===== src/op_decode_pkg.sv =====
package op_decode_pkg;
	localparam logic [7:0] OP_NOP = 8'h0f;
	localparam logic [7:0] OP_OR_FIRST = 8'h42;
	localparam logic [7:0] OP_OR_LAST = 8'h47;
	localparam logic [7:0] OP_ORX_EE = 8'h48;
	localparam logic [7:0] OP_ORX_EI = 8'h49;
	localparam logic [7:0] OP_POP = 8'h50;
	localparam logic [7:0] OP_LDX_A_FIRST = 8'h84;
	localparam logic [7:0] OP_LDX_A_LAST = 8'h89;
	localparam logic [7:0] OP_LDX_B_FIRST = 8'h94;
	localparam logic [7:0] OP_LDX_B_LAST = 8'h97;
	localparam logic [7:0] OP_LEA_R = 8'h98;
	localparam logic [7:0] OP_LEA_RR = 8'h99;
	localparam logic [7:0] OP_LDX_EE = 8'he8;
	localparam logic [7:0] OP_LDX_EI = 8'he9;
	localparam logic [7:0] OP_MUL = 8'hf4;
	localparam logic [7:0] SP_STEP = 8'h01;
	localparam logic [3:0] FLAGS_RESET = 4'h0;
	// addressing modes
	typedef enum logic [3:0] {
		MODE_NONE = 4'h0,
		MODE_WORK = 4'h1,
		MODE_WORK_IND = 4'h2,
		MODE_REG = 4'h3,
		MODE_REG_IND = 4'h4,
		MODE_PAIR = 4'h5,
		MODE_WORK_PAIR = 4'h6,
		MODE_PAIR_IND = 4'h7,
		MODE_INDEXED = 4'h8,
		MODE_INDEXED_PAIR = 4'h9,
		MODE_EXT = 4'ha,
		MODE_IMM = 4'hb,
		MODE_STACK = 4'hc
	} addr_mode_t;
	// per-flag policy: 0 keep, 1 result, 2 clear, 3 set
	typedef enum logic [1:0] {
		FP_KEEP = 2'h0,
		FP_RESULT = 2'h1,
		FP_CLEAR = 2'h2,
		FP_SET = 2'h3
	} flag_pol_t;
	typedef enum logic [2:0] {
		OPK_NONE = 3'h0,
		OPK_COPY = 3'h1,
		OPK_ADDR = 3'h2,
		OPK_MUL = 3'h3,
		OPK_OR = 3'h4,
		OPK_POP = 3'h5
	} op_kind_t;
	typedef enum logic [1:0] {
		ST_IDLE = 2'b01,
		ST_BUSY = 2'b10
	} dec_state_t;
endpackage : op_decode_pkg


===== src/op_exec_unit.sv =====
`timescale 1ns/10ps
module op_exec_unit
	import op_decode_pkg::*;
(
	input wire logic [2:0] kind,
	input wire logic [15:0] dstVal,
	input wire logic [7:0] srcVal,
	input wire logic [7:0] disp,
	input wire logic [7:0] stackPtr,
	output logic [15:0] result,
	output logic [7:0] nextStackPtr,
	output logic zeroOut,
	output logic signOut
);
	always_comb begin
		result = dstVal;
		nextStackPtr = stackPtr;
		case (op_kind_t'(kind))
			OPK_COPY: result = {8'h00, srcVal};
			OPK_ADDR: result = dstVal + {{8{disp[7]}}, disp};
			OPK_MUL: result = dstVal[15:8] * dstVal[7:0];
			OPK_OR: result = {8'h00, dstVal[7:0] | srcVal};
			OPK_POP: begin
				result = {8'h00, srcVal};
				nextStackPtr = stackPtr + SP_STEP;
			end
			default: result = dstVal;
		endcase
		zeroOut = (result[7:0] == 8'h00);
		signOut = result[7];
	end
endmodule : op_exec_unit


===== src/cpu_load_logic_op_decoder.sv =====
// Overview of operation
// - Extended loads 84-89, 94-97, e8, e9 copy source to destination with flags untouched.
// - Effective address load 98/99 writes destination value plus signed offset, 3 bytes, 3 or 5 cycles.
// - Opcode f4 multiplies high by low byte of a pair into 16 bits, 2 bytes, 8 cycles.
// - Opcode 0f is a one-byte no-op taking 2 cycles.
// - OR 42-47 writes dst or src, zero and sign from result, overflow cleared, rest kept.
// - OR costs: working forms 2 bytes 3/4 cycles, register forms 3 bytes 3/4 cycles.
// - Extended OR 48/49 flags as short OR, 4 bytes, 3 cycles.
// - The pop bumps the stack pointer by one after the read.
// - Flag policy codes: keep, result, clear, set; undefined is treated as keep.
`timescale 1ns/10ps
module cpu_load_logic_op_decoder
	import op_decode_pkg::*;
(
	input wire logic mclk,
	input wire logic rst,
	input wire logic opValid,
	input wire logic [7:0] opcode,
	input wire logic [15:0] dstVal,
	input wire logic [7:0] srcVal,
	input wire logic [7:0] disp,
	input wire logic [7:0] stackPtr,
	output logic busy,
	output logic known,
	output logic [3:0] dstMode,
	output logic [3:0] srcMode,
	output logic [2:0] fetchBytes,
	output logic [3:0] execCycles,
	output logic [1:0] polCarry,
	output logic [1:0] polZero,
	output logic [1:0] polSign,
	output logic [1:0] polOver,
	output logic [1:0] polDec,
	output logic [1:0] polHalf,
	output logic wrEn,
	output logic wide,
	output logic [15:0] result,
	output logic spWrEn,
	output logic [7:0] newStackPtr,
	output logic flagWrEn,
	output logic [3:0] flagMask,
	output logic [3:0] flagVal
);
	// decoded fields of one opcode
	typedef struct packed {
		logic hit;
		addr_mode_t dm;
		addr_mode_t sm;
		logic [2:0] bytes;
		logic [3:0] cyc;
		logic isOr;
		op_kind_t kind;
		logic wideWr;
	} dec_t;

	function automatic dec_t decode(input logic [7:0] op);
		dec_t d;
		d = '{hit: 1'b1, dm: MODE_NONE, sm: MODE_NONE, bytes: 3'h3, cyc: 4'h2,
			isOr: 1'b0, kind: OPK_COPY, wideWr: 1'b0};
		case (op)
			8'h84: begin d.dm = MODE_WORK; d.sm = MODE_EXT; d.cyc = 4'h2; end
			8'h85: begin d.dm = MODE_WORK_IND; d.sm = MODE_EXT; d.cyc = 4'h3; end
			8'h86: begin d.dm = MODE_REG; d.sm = MODE_PAIR_IND; d.cyc = 4'h4; end
			8'h87: begin d.dm = MODE_REG_IND; d.sm = MODE_PAIR_IND; d.cyc = 4'h5; end
			8'h88: begin d.dm = MODE_WORK; d.sm = MODE_INDEXED_PAIR; d.cyc = 4'h4; end
			8'h89: begin d.dm = MODE_INDEXED_PAIR; d.sm = MODE_WORK; d.cyc = 4'h4; end
			8'h94: begin d.dm = MODE_EXT; d.sm = MODE_WORK; d.cyc = 4'h2; end
			8'h95: begin d.dm = MODE_EXT; d.sm = MODE_WORK_IND; d.cyc = 4'h3; end
			8'h96: begin d.dm = MODE_PAIR_IND; d.sm = MODE_REG; d.cyc = 4'h4; end
			8'h97: begin d.dm = MODE_PAIR_IND; d.sm = MODE_REG_IND; d.cyc = 4'h5; end
			OP_LDX_EE: begin d.dm = MODE_EXT; d.sm = MODE_EXT; d.bytes = 3'h4; end
			OP_LDX_EI: begin d.dm = MODE_EXT; d.sm = MODE_IMM; d.bytes = 3'h4; end
			OP_LEA_R: begin
				d.dm = MODE_WORK; d.sm = MODE_INDEXED; d.cyc = 4'h3; d.kind = OPK_ADDR;
			end
			OP_LEA_RR: begin
				d.dm = MODE_WORK_PAIR; d.sm = MODE_INDEXED_PAIR; d.cyc = 4'h5;
				d.kind = OPK_ADDR; d.wideWr = 1'b1;
			end
			OP_MUL: begin
				d.dm = MODE_PAIR; d.bytes = 3'h2; d.cyc = 4'h8; d.kind = OPK_MUL;
				d.wideWr = 1'b1;
			end
			OP_NOP: begin d.bytes = 3'h1; d.kind = OPK_NONE; end
			8'h42: begin d.dm = MODE_WORK; d.sm = MODE_WORK; d.bytes = 3'h2; d.cyc = 4'h3; end
			8'h43: begin d.dm = MODE_WORK; d.sm = MODE_WORK_IND; d.bytes = 3'h2; d.cyc = 4'h4; end
			8'h44: begin d.dm = MODE_REG; d.sm = MODE_REG; d.cyc = 4'h3; end
			8'h45: begin d.dm = MODE_REG; d.sm = MODE_REG_IND; d.cyc = 4'h4; end
			8'h46: begin d.dm = MODE_REG; d.sm = MODE_IMM; d.cyc = 4'h3; end
			8'h47: begin d.dm = MODE_REG_IND; d.sm = MODE_IMM; d.cyc = 4'h4; end
			OP_ORX_EE: begin d.dm = MODE_EXT; d.sm = MODE_EXT; d.bytes = 3'h4; d.cyc = 4'h3; end
			OP_ORX_EI: begin d.dm = MODE_EXT; d.sm = MODE_IMM; d.bytes = 3'h4; d.cyc = 4'h3; end
			OP_POP: begin
				d.dm = MODE_REG; d.sm = MODE_STACK; d.bytes = 3'h2; d.kind = OPK_POP;
			end
			default: begin
				d.hit = 1'b0; d.bytes = 3'h1; d.cyc = 4'h1; d.kind = OPK_NONE;
			end
		endcase
		if ((op >= OP_OR_FIRST && op <= OP_OR_LAST) || op == OP_ORX_EE || op == OP_ORX_EI) begin
			d.isOr = 1'b1;
			d.kind = OPK_OR;
		end
		return d;
	endfunction : decode

	dec_t dec;
	logic [15:0] exResult;
	logic [7:0] exSp;
	logic exZero;
	logic exSign;
	dec_state_t state, next_state;
	logic [3:0] count, next_count;
	logic next_busy, next_known, next_wrEn, next_wide, next_spWrEn, next_flagWrEn;
	logic [3:0] next_dstMode, next_srcMode, next_execCycles, next_flagMask, next_flagVal;
	logic [2:0] next_fetchBytes;
	logic [1:0] next_polZ, next_polS, next_polV;
	logic [15:0] next_result;
	logic [7:0] next_newSp;

	assign dec = decode(opcode);

	op_exec_unit exec (
		.kind(dec.kind),
		.dstVal(dstVal),
		.srcVal(srcVal),
		.disp(disp),
		.stackPtr(stackPtr),
		.result(exResult),
		.nextStackPtr(exSp),
		.zeroOut(exZero),
		.signOut(exSign)
	);

	// outputs other than busy and the one-cycle write strobes hold from acceptance until the next opcode is accepted
	always_comb begin
		next_state = state;
		next_count = count;
		next_busy = busy;
		next_known = known;
		next_dstMode = dstMode;
		next_srcMode = srcMode;
		next_fetchBytes = fetchBytes;
		next_execCycles = execCycles;
		next_polZ = polZero;
		next_polS = polSign;
		next_polV = polOver;
		next_result = result;
		next_newSp = newStackPtr;
		next_wrEn = 1'b0;
		next_wide = wide;
		next_spWrEn = 1'b0;
		next_flagWrEn = 1'b0;
		next_flagMask = flagMask;
		next_flagVal = flagVal;
		case (state)
			ST_IDLE: begin
				if (opValid) begin
					next_known = dec.hit;
					next_dstMode = dec.dm;
					next_srcMode = dec.sm;
					next_fetchBytes = dec.bytes;
					next_execCycles = dec.cyc;
					next_result = exResult;
					next_newSp = exSp;
					next_wide = dec.wideWr;
					next_wrEn = dec.hit && (dec.kind != OPK_NONE);
					next_spWrEn = (dec.kind == OPK_POP);
					// flag order in mask/val: zero, sign, overflow, carry
					next_polZ = dec.isOr ? FP_RESULT : FP_KEEP;
					next_polS = dec.isOr ? FP_RESULT : FP_KEEP;
					next_polV = dec.isOr ? FP_CLEAR : FP_KEEP;
					next_flagWrEn = dec.isOr;
					next_flagMask = dec.isOr ? 4'h7 : 4'h0;
					next_flagVal = dec.isOr ? {1'b0, 1'b0, exSign, exZero} : 4'h0;
					if (dec.cyc > 4'h1) begin
						next_state = ST_BUSY;
						next_busy = 1'b1;
						next_count = dec.cyc - 4'h1;
					end
				end
			end
			ST_BUSY: begin
				next_count = count - 4'h1;
				if (count == 4'h1) begin
					next_state = ST_IDLE;
					next_busy = 1'b0;
				end
			end
			default: begin
				next_state = ST_IDLE;
				next_busy = 1'b0;
			end
		endcase
	end

	always_ff @(posedge mclk) begin
		if (rst) begin
			state <= ST_IDLE;
			count <= 4'h0;
			busy <= 1'b0;
			known <= 1'b0;
			dstMode <= MODE_NONE;
			srcMode <= MODE_NONE;
			fetchBytes <= 3'h0;
			execCycles <= 4'h0;
			polZero <= FP_KEEP;
			polSign <= FP_KEEP;
			polOver <= FP_KEEP;
			result <= 16'h0000;
			newStackPtr <= 8'h00;
			wrEn <= 1'b0;
			wide <= 1'b0;
			spWrEn <= 1'b0;
			flagWrEn <= 1'b0;
			flagMask <= FLAGS_RESET;
			flagVal <= FLAGS_RESET;
		end else begin
			state <= next_state;
			count <= next_count;
			busy <= next_busy;
			known <= next_known;
			dstMode <= next_dstMode;
			srcMode <= next_srcMode;
			fetchBytes <= next_fetchBytes;
			execCycles <= next_execCycles;
			polZero <= next_polZ;
			polSign <= next_polS;
			polOver <= next_polV;
			result <= next_result;
			newStackPtr <= next_newSp;
			wrEn <= next_wrEn;
			wide <= next_wide;
			spWrEn <= next_spWrEn;
			flagWrEn <= next_flagWrEn;
			flagMask <= next_flagMask;
			flagVal <= next_flagVal;
		end
	end

	// carry, decimal and half carry are never touched in this slice
	always_comb begin
		polCarry = FP_KEEP;
		polDec = FP_KEEP;
		polHalf = FP_KEEP;
	end
endmodule : cpu_load_logic_op_decoder


===== config.mk =====
export PLATFORM = sky130hd
export DESIGN_NAME = cpu_load_logic_op_decoder
export DESIGN_NICKNAME = d
export VERILOG_FILES = /design/src/op_decode_pkg.sv /design/src/op_exec_unit.sv /design/src/cpu_load_logic_op_decoder.sv
export SDC_FILE = /design/constraint.sdc
export NUM_CORES = 1
export LEC_CHECK = 0
export BUFFER_PORTS_ARGS = -buffer_cell sky130_fd_sc_hd__buf_2
export CORE_MARGIN = 5
export CORE_UTILIZATION = 35
export DETAILED_ROUTE_END_ITERATION = 16
export PLACE_DENSITY = 0.52
export SLEW_MARGIN = 10
export SYNTH_ARGS = -nofsm -noshare
export SYNTH_HDL_FRONTEND = slang
export SYNTH_SLANG_ARGS = --single-unit

===== constraint.sdc =====
create_clock -name mclk -period 11 [get_ports mclk]
set_clock_uncertainty 0.05 [all_clocks]
set_input_delay 2.75 -clock mclk [delete_from_list [all_inputs] [get_ports mclk]]
set_output_delay 2.75 -clock mclk [all_outputs]
set_load 0.05 [all_outputs]

## After elaboration in Yosys (flattened, before gate mapping)

Cells that the tools add are included.

- Eq/ne operators: 36
- Mux-type cells: 25
- Bitwise operators: 3
- $lt $le $gt $ge: 3
- Reduce and logical (&&, ||, !) cells: 36
- $add $sub $neg: 4
- $mul: 1

Operator list:

| kind | count |
|---|---|
| 8-bit equality test, second input constant | 15 |
| 8-bit by 7-bit equality test with 1-bit output, second input constant | 9 |
| 16-bit one-hot mux with 4 select lines | 1 |
| 4-bit one-hot mux with 10 select lines | 1 |
| 4-bit one-hot mux with 9 select lines | 1 |
| 25-bit OR reduction | 1 |
| 4-bit one-hot mux with 5 select lines | 1 |
| 2-bit OR reduction | 10 |
| 20-bit OR reduction | 1 |
| 16-bit adder | 1 |
| 8-bit by 8-bit multiplier with 16-bit output | 1 |
| 16-bit OR reduction | 1 |
| 4-bit OR reduction | 4 |
| 4-bit 2-to-1 mux | 3 |
| 3-bit one-hot mux with 4 select lines | 1 |
| 6-bit OR reduction | 2 |
| 2-bit 2-to-1 mux | 5 |
| 5-bit OR reduction | 2 |
| 3-bit one-hot mux with 3 select lines | 1 |
| 3-bit OR reduction | 3 |
| 8-bit by 1-bit adder with 8-bit output, second input constant | 1 |
| 8-bit by 4-bit equality test with 1-bit output, second input constant | 1 |
| 8-bit by 7-bit greater-or-equal comparator with 1-bit output, second input constant | 1 |
| 8-bit by 7-bit less-or-equal comparator with 1-bit output, second input constant | 1 |
| 26 further kinds | 40 |

- Output and inout bits: 65
- Flip-flop bits (word level): 63

## Longest topological paths before layout

- Depth in word-level cells: 10
- Mapped depth: 19
- Mapped depth without buffers: 18

## Modules after synthesis

Synthesis repeated with hierarchy kept, for this count alone.

- Cell total of the unflattened synthesis: 788
- Area, all modules: 6152.2 um^2

Modules (own cells, without submodules):

| module | area each (um^2) | sequential area each (um^2) | cells each | instances |
|---|---|---|---|---|
| op_exec_unit | 3259.4 | 0.0 | 410 | 1 |
| cpu_load_logic_op_decoder | 2892.8 | 1061.0 | 378 | 1 |

## Worst setup path before layout

OpenSTA, ideal clock, no wires.

- Kind: input-to-reg
- Start: in dstVal[7]
- End: reg result[15]
- Data required time: 10838 ps
- Path buffers: 1
- Cell stages on the path: 16
- Arrival: 7053 ps
- Path slack: 3785 ps
- Setup time: 112 ps
- Cell sequence: clkbuf_1 nand2_1 fa_1 fa_1 fa_1 fa_1 inv_1 ha_1 o21ai_0 nor2_1 o41a_1 a41o_1 o41ai_1 xnor2_1 a221oi_1 a2111oi_1

- Cells in the longest elaborated chain, start to end: 2
- Elaborated cells between the ends (all ways): 3
- Classes of those cells: 1 x add/sub; 1 x mul; 1 x mux

Ends and longest elaborated chain:

| what | line | RTL |
|---|---|---|
| start, declared | cpu_load_logic_op_decoder.sv:19 | `input wire logic [15:0] dstVal,` |
| 8-bit by 8-bit multiplier with 16-bit output / 16-bit adder (equally long branches) | op_exec_unit.sv:21, op_exec_unit.sv:20 |  |
| 16-bit one-hot mux with 4 select lines * | op_exec_unit.sv:18 | `case (op_kind_t'(kind))` |
| end signal, assigned | cpu_load_logic_op_decoder.sv:230 | `result <= next_result;` |
| end, declared | cpu_load_logic_op_decoder.sv:37 | `output logic [15:0] result,` |

Every way passes the cells marked *; elsewhere a longest branch is shown, timed or not.
A chain may end at the register's enable or synchronous reset.

## Worst setup path in the final report

- Start: in dstVal[4]
- End: reg result[15]

Same word-level chain as after synthesis.

==> results.sh <==
export IMPL_status="finished, final reports clean"
export IMPL_core_rowCount=48
export IMPL_slew_viol_final=0
export IMPL_dr_pass1_iters=5
export IMPL_routed_wl_mm=18.36
export IMPL_cp_num_buf_inv=3
export IMPL_required_ps=11150
export IMPL_grt_pass1_wl_mm=29.99
export IMPL_synth_top_area_share_pct=17.33
export IMPL_synth_edf_count=0
export IMPL_synth_area_um2=6123
export IMPL_grt_pass1_vias=5596
export IMPL_synthCells=755
export IMPL_synth_area_per_cell_um2=8.110
export IMPL_ys_ff_latch=53
export IMPL_critPathCaptureType="register"
export IMPL_switching_share_pct=43.57
export IMPL_relSlewSlack_pct=36.92
export IMPL_yosys_warnings=0
export IMPL_startpoint_type="primary input"
export IMPL_path_common_cell="fa_1"
export IMPL_period_needed_ps=7181
export IMPL_vias=5596
export IMPL_cts_buffers=5
export IMPL_cpMaxStageDelayCell="fa_1"
export IMPL_die_y_um=142.3
export IMPL_maxCapViolations=0
export IMPL_yosys_most_used_dff="dfxtp_1"
export IMPL_cpPeakStageDelay_ps=540
export IMPL_cp_max_fo=11
export IMPL_p_int_mw=0.4923
export IMPL_finalSetupViolations=0
export IMPL_seqPwrFrac_pct=24.7
export IMPL_drc=0
export IMPL_max_freq_mhz=139.3
export IMPL_wire_per_inst_um=17.48
export IMPL_postCtsSetupBuffers=0
export IMPL_crit_type="in -> reg"
export IMPL_power_share_clock_pct=21.4
export IMPL_antenna_cells=0
export IMPL_clockBufferDepth=2
export IMPL_drtIter0Drc=363
export IMPL_yosys_top_cells_count="79 x nor2_1, 59 x inv_1, 56 x ha_1"
export IMPL_min_period_over_period_pct=65.28
export IMPL_worst_slew_pin_slew_ps=941.1
export IMPL_vdd_drop_max_uv=61.37
export IMPL_yosysMostFrequentCell="nor2_1"
export IMPL_min_path_type="reg -> reg"
export IMPL_netlist_cell_type_count=82
export IMPL_path_cells="buf_2 -> and2_1 -> fa_1 -> inv_1 -> fa_1 -> fa_1 -> fa_1 -> inv_1 -> ha_1 -> o21ai_0 -> nor2_1 -> o41a_1 -> a41o_1 -> o41ai_1 -> xnor2_1 -> a221oi_1 -> a2111oi_1"
export IMPL_clock_root_buffer="clkbuf_16"
export IMPL_gr_total_overflow=0
export IMPL_n_fill_cell=1819
export IMPL_async_flop_share_pct=0
export IMPL_antenna_found_initial=0
export IMPL_ys_seq_area_share_pct=17.33
export IMPL_path_delay_family="adder cells"
export IMPL_dieWidth_um=142.3
export IMPL_p_switching_mw=0.3801
export IMPL_combPwrFrac_pct=54.0
export IMPL_ios=116
export IMPL_syn_to_final_growth_pct=11.85
export IMPL_via_per_inst=5.330
export IMPL_port_buffers=103
export IMPL_core_area_um2=17240
export IMPL_grt_start_max_net_pins=52
export IMPL_grtUsageTotal_pct=18.24
export IMPL_cts_htree_levels=2
export IMPL_rsz0062_at_grt="no"
export IMPL_hold_viol=0
export IMPL_final_util_pct=39.74
export IMPL_final_nets=968
export IMPL_setup_tns_ps=0
export IMPL_gp_congestion=0.8464
export IMPL_cts_resized=0
export IMPL_p_leak_nw=3.122
export IMPL_clock_sinks=53
export IMPL_dp_hpwl_mm=13.94
export IMPL_synth_largest_area_cell="dfxtp_1"
export IMPL_hold_buffers=0
export IMPL_cts_tree="built"
export IMPL_drive_gt1_share_pct=16.36
export IMPL_synth_area_top_cells="dfxtp_1 17%, fa_1 12%, ha_1 11%"
export IMPL_cts_clk_slew_worst_paths_ps=70
export IMPL_dieArea_um2=20240
export IMPL_power_density_nw_per_um2=127.4
export IMPL_crit_arrival_ps=7330
export IMPL_start_util_pct=35.53
export IMPL_clk_latency_ps=300
export IMPL_ant_nets=0
[kinds of logic after synthesis]
| logic type | after synthesis | share of synthesized area (%) |
|---|---|---|
| flip-flops | 53 | 17.33 |
| XOR/XNOR | 31 | 4.434 |
| AND/OR/NAND/NOR | 289 | 25.38 |
| other | 1 | 0.06124 |
| AO/OA/AOI/OAI | 172 | 20.29 |
| adder cells (fa/ha/maj) | 93 | 23.54 |
| multiplexers | 1 | 0.1635 |
| buffers and inverters | 115 | 8.807 |
[per-layer routing]
| metal | vias to the layer above | GRT usage (%) | wire length (um) | share of wire (%) |
|---|---|---|---|---|
| li1 | 2781 | - | - | - |
| met1 | 2646 | 26.24 | 8917 | 49 |
| met4 | 0 | 3.283 | 172 | 0.94 |
| met3 | 18 | 3.125 | 1053 | 5.7 |
| met2 | 151 | 29.02 | 8215 | 45 |
| met5 | - | 0 | 0 | 0 |
[power groups by stage]
stage | Clock (mW) | Sequential (mW) | Combinational [mW]
6_report | 0.186 | 0.215 | 0.471
5_1_grt | 0.200 | 0.217 | 0.538
4_1_cts | 0.190 | 0.215 | 0.475
3_5_place_dp | 0 | 0.220 | 0.472
3_3_place_gp | 0 | 0.220 | 0.474
2_1_floorplan | 0 | 0.267 | 0.321
[metrics by stage]
step / instances / instance area, um^2 / power (mW) / hold slack (ps) / worst slack, ps
floorplan: 766 / 6165 / 0.5883 / 440.7 / 3785
global placement: 1042 / 6680 / 0.6934 / 388.5 / 3560
detailed placement: 1042 / 6680 / 0.6918 / 401.1 / 3489
CTS: 1050 / 6849 / 0.8807 / 412.2 / 3774
global route: 1050 / 6849 / 0.9550 / 422.9 / 3453
finish: 1050 / 6849 / 0.8725 / 407.3 / 3819
[layout make-up]
type / instances / area (um^2) / share of cell area [%]
multi-input cells: 598 / 4571 / 66.73
flip-flops and latches: 53 / 1061 / 15.49
repair buffers: 107 / 545.5 / 7.965
well taps: 225 / 281.5 / 4.110
inverters: 59 / 221.5 / 3.233
clock buffers: 5 / 125.1 / 1.827
clock inverters: 3 / 43.79 / 0.6394
[cells in the final DEF, fill, tap and decap left out, types with 6 or more instances in the layout]
| cell type | n |
|---|---|
| nand4_1 | 6 |
| a21oi_1 | 37 |
| ha_1 | 56 |
| nor3b_1 | 6 |
| a311oi_1 | 9 |
| a31oi_1 | 8 |
| nor3_1 | 26 |
| or3_1 | 6 |
| buf_2 | 103 |
| o21ai_0 | 25 |
| and3_1 | 9 |
| nand3_1 | 10 |
| conb_1 | 12 |
| a211oi_1 | 23 |
| a221oi_1 | 7 |
| xnor2_1 | 17 |
| a21o_1 | 7 |
| nand2_1 | 52 |
| inv_1 | 59 |
| nor2_1 | 79 |
| dfxtp_1 | 53 |
| xor2_1 | 14 |
| and2_1 | 47 |
| fa_1 | 37 |
| nand2b_1 | 8 |
[tightest hold or removal path: stages (launching register included)]
cell     delay, ps
dfxtp_1        310
nand2_1         50
a21oi_1         50
[state kept, by name, indices dropped and copies added, names as in the netlist]
| name | cells |
|---|---|
| srcMode | 4 |
| newStackPtr | 8 |
| count | 4 |
| wrEn | 1 |
| dstMode | 4 |
| busy | 1 |
| fetchBytes | 3 |
| spWrEn | 1 |
| state | 1 |
| wide | 1 |
| flagVal | 2 |
| result | 16 |
| flagWrEn | 1 |
| execCycles | 4 |
| flagMask | 1 |
| known | 1 |
[worst paths after layout]
kind / startpoint / endpoint / slack (ps) / depth (start not counted)
max reg2reg: state[0] / count[2] / 8450 / 8
max: dstVal[4] / result[15] / 3820 / 17
min reg2reg: dstMode[3] / dstMode[3] / 410 / 2
min: dstMode[3] / dstMode[3] / 410 / 2
(Power assumes the default switching activity.)
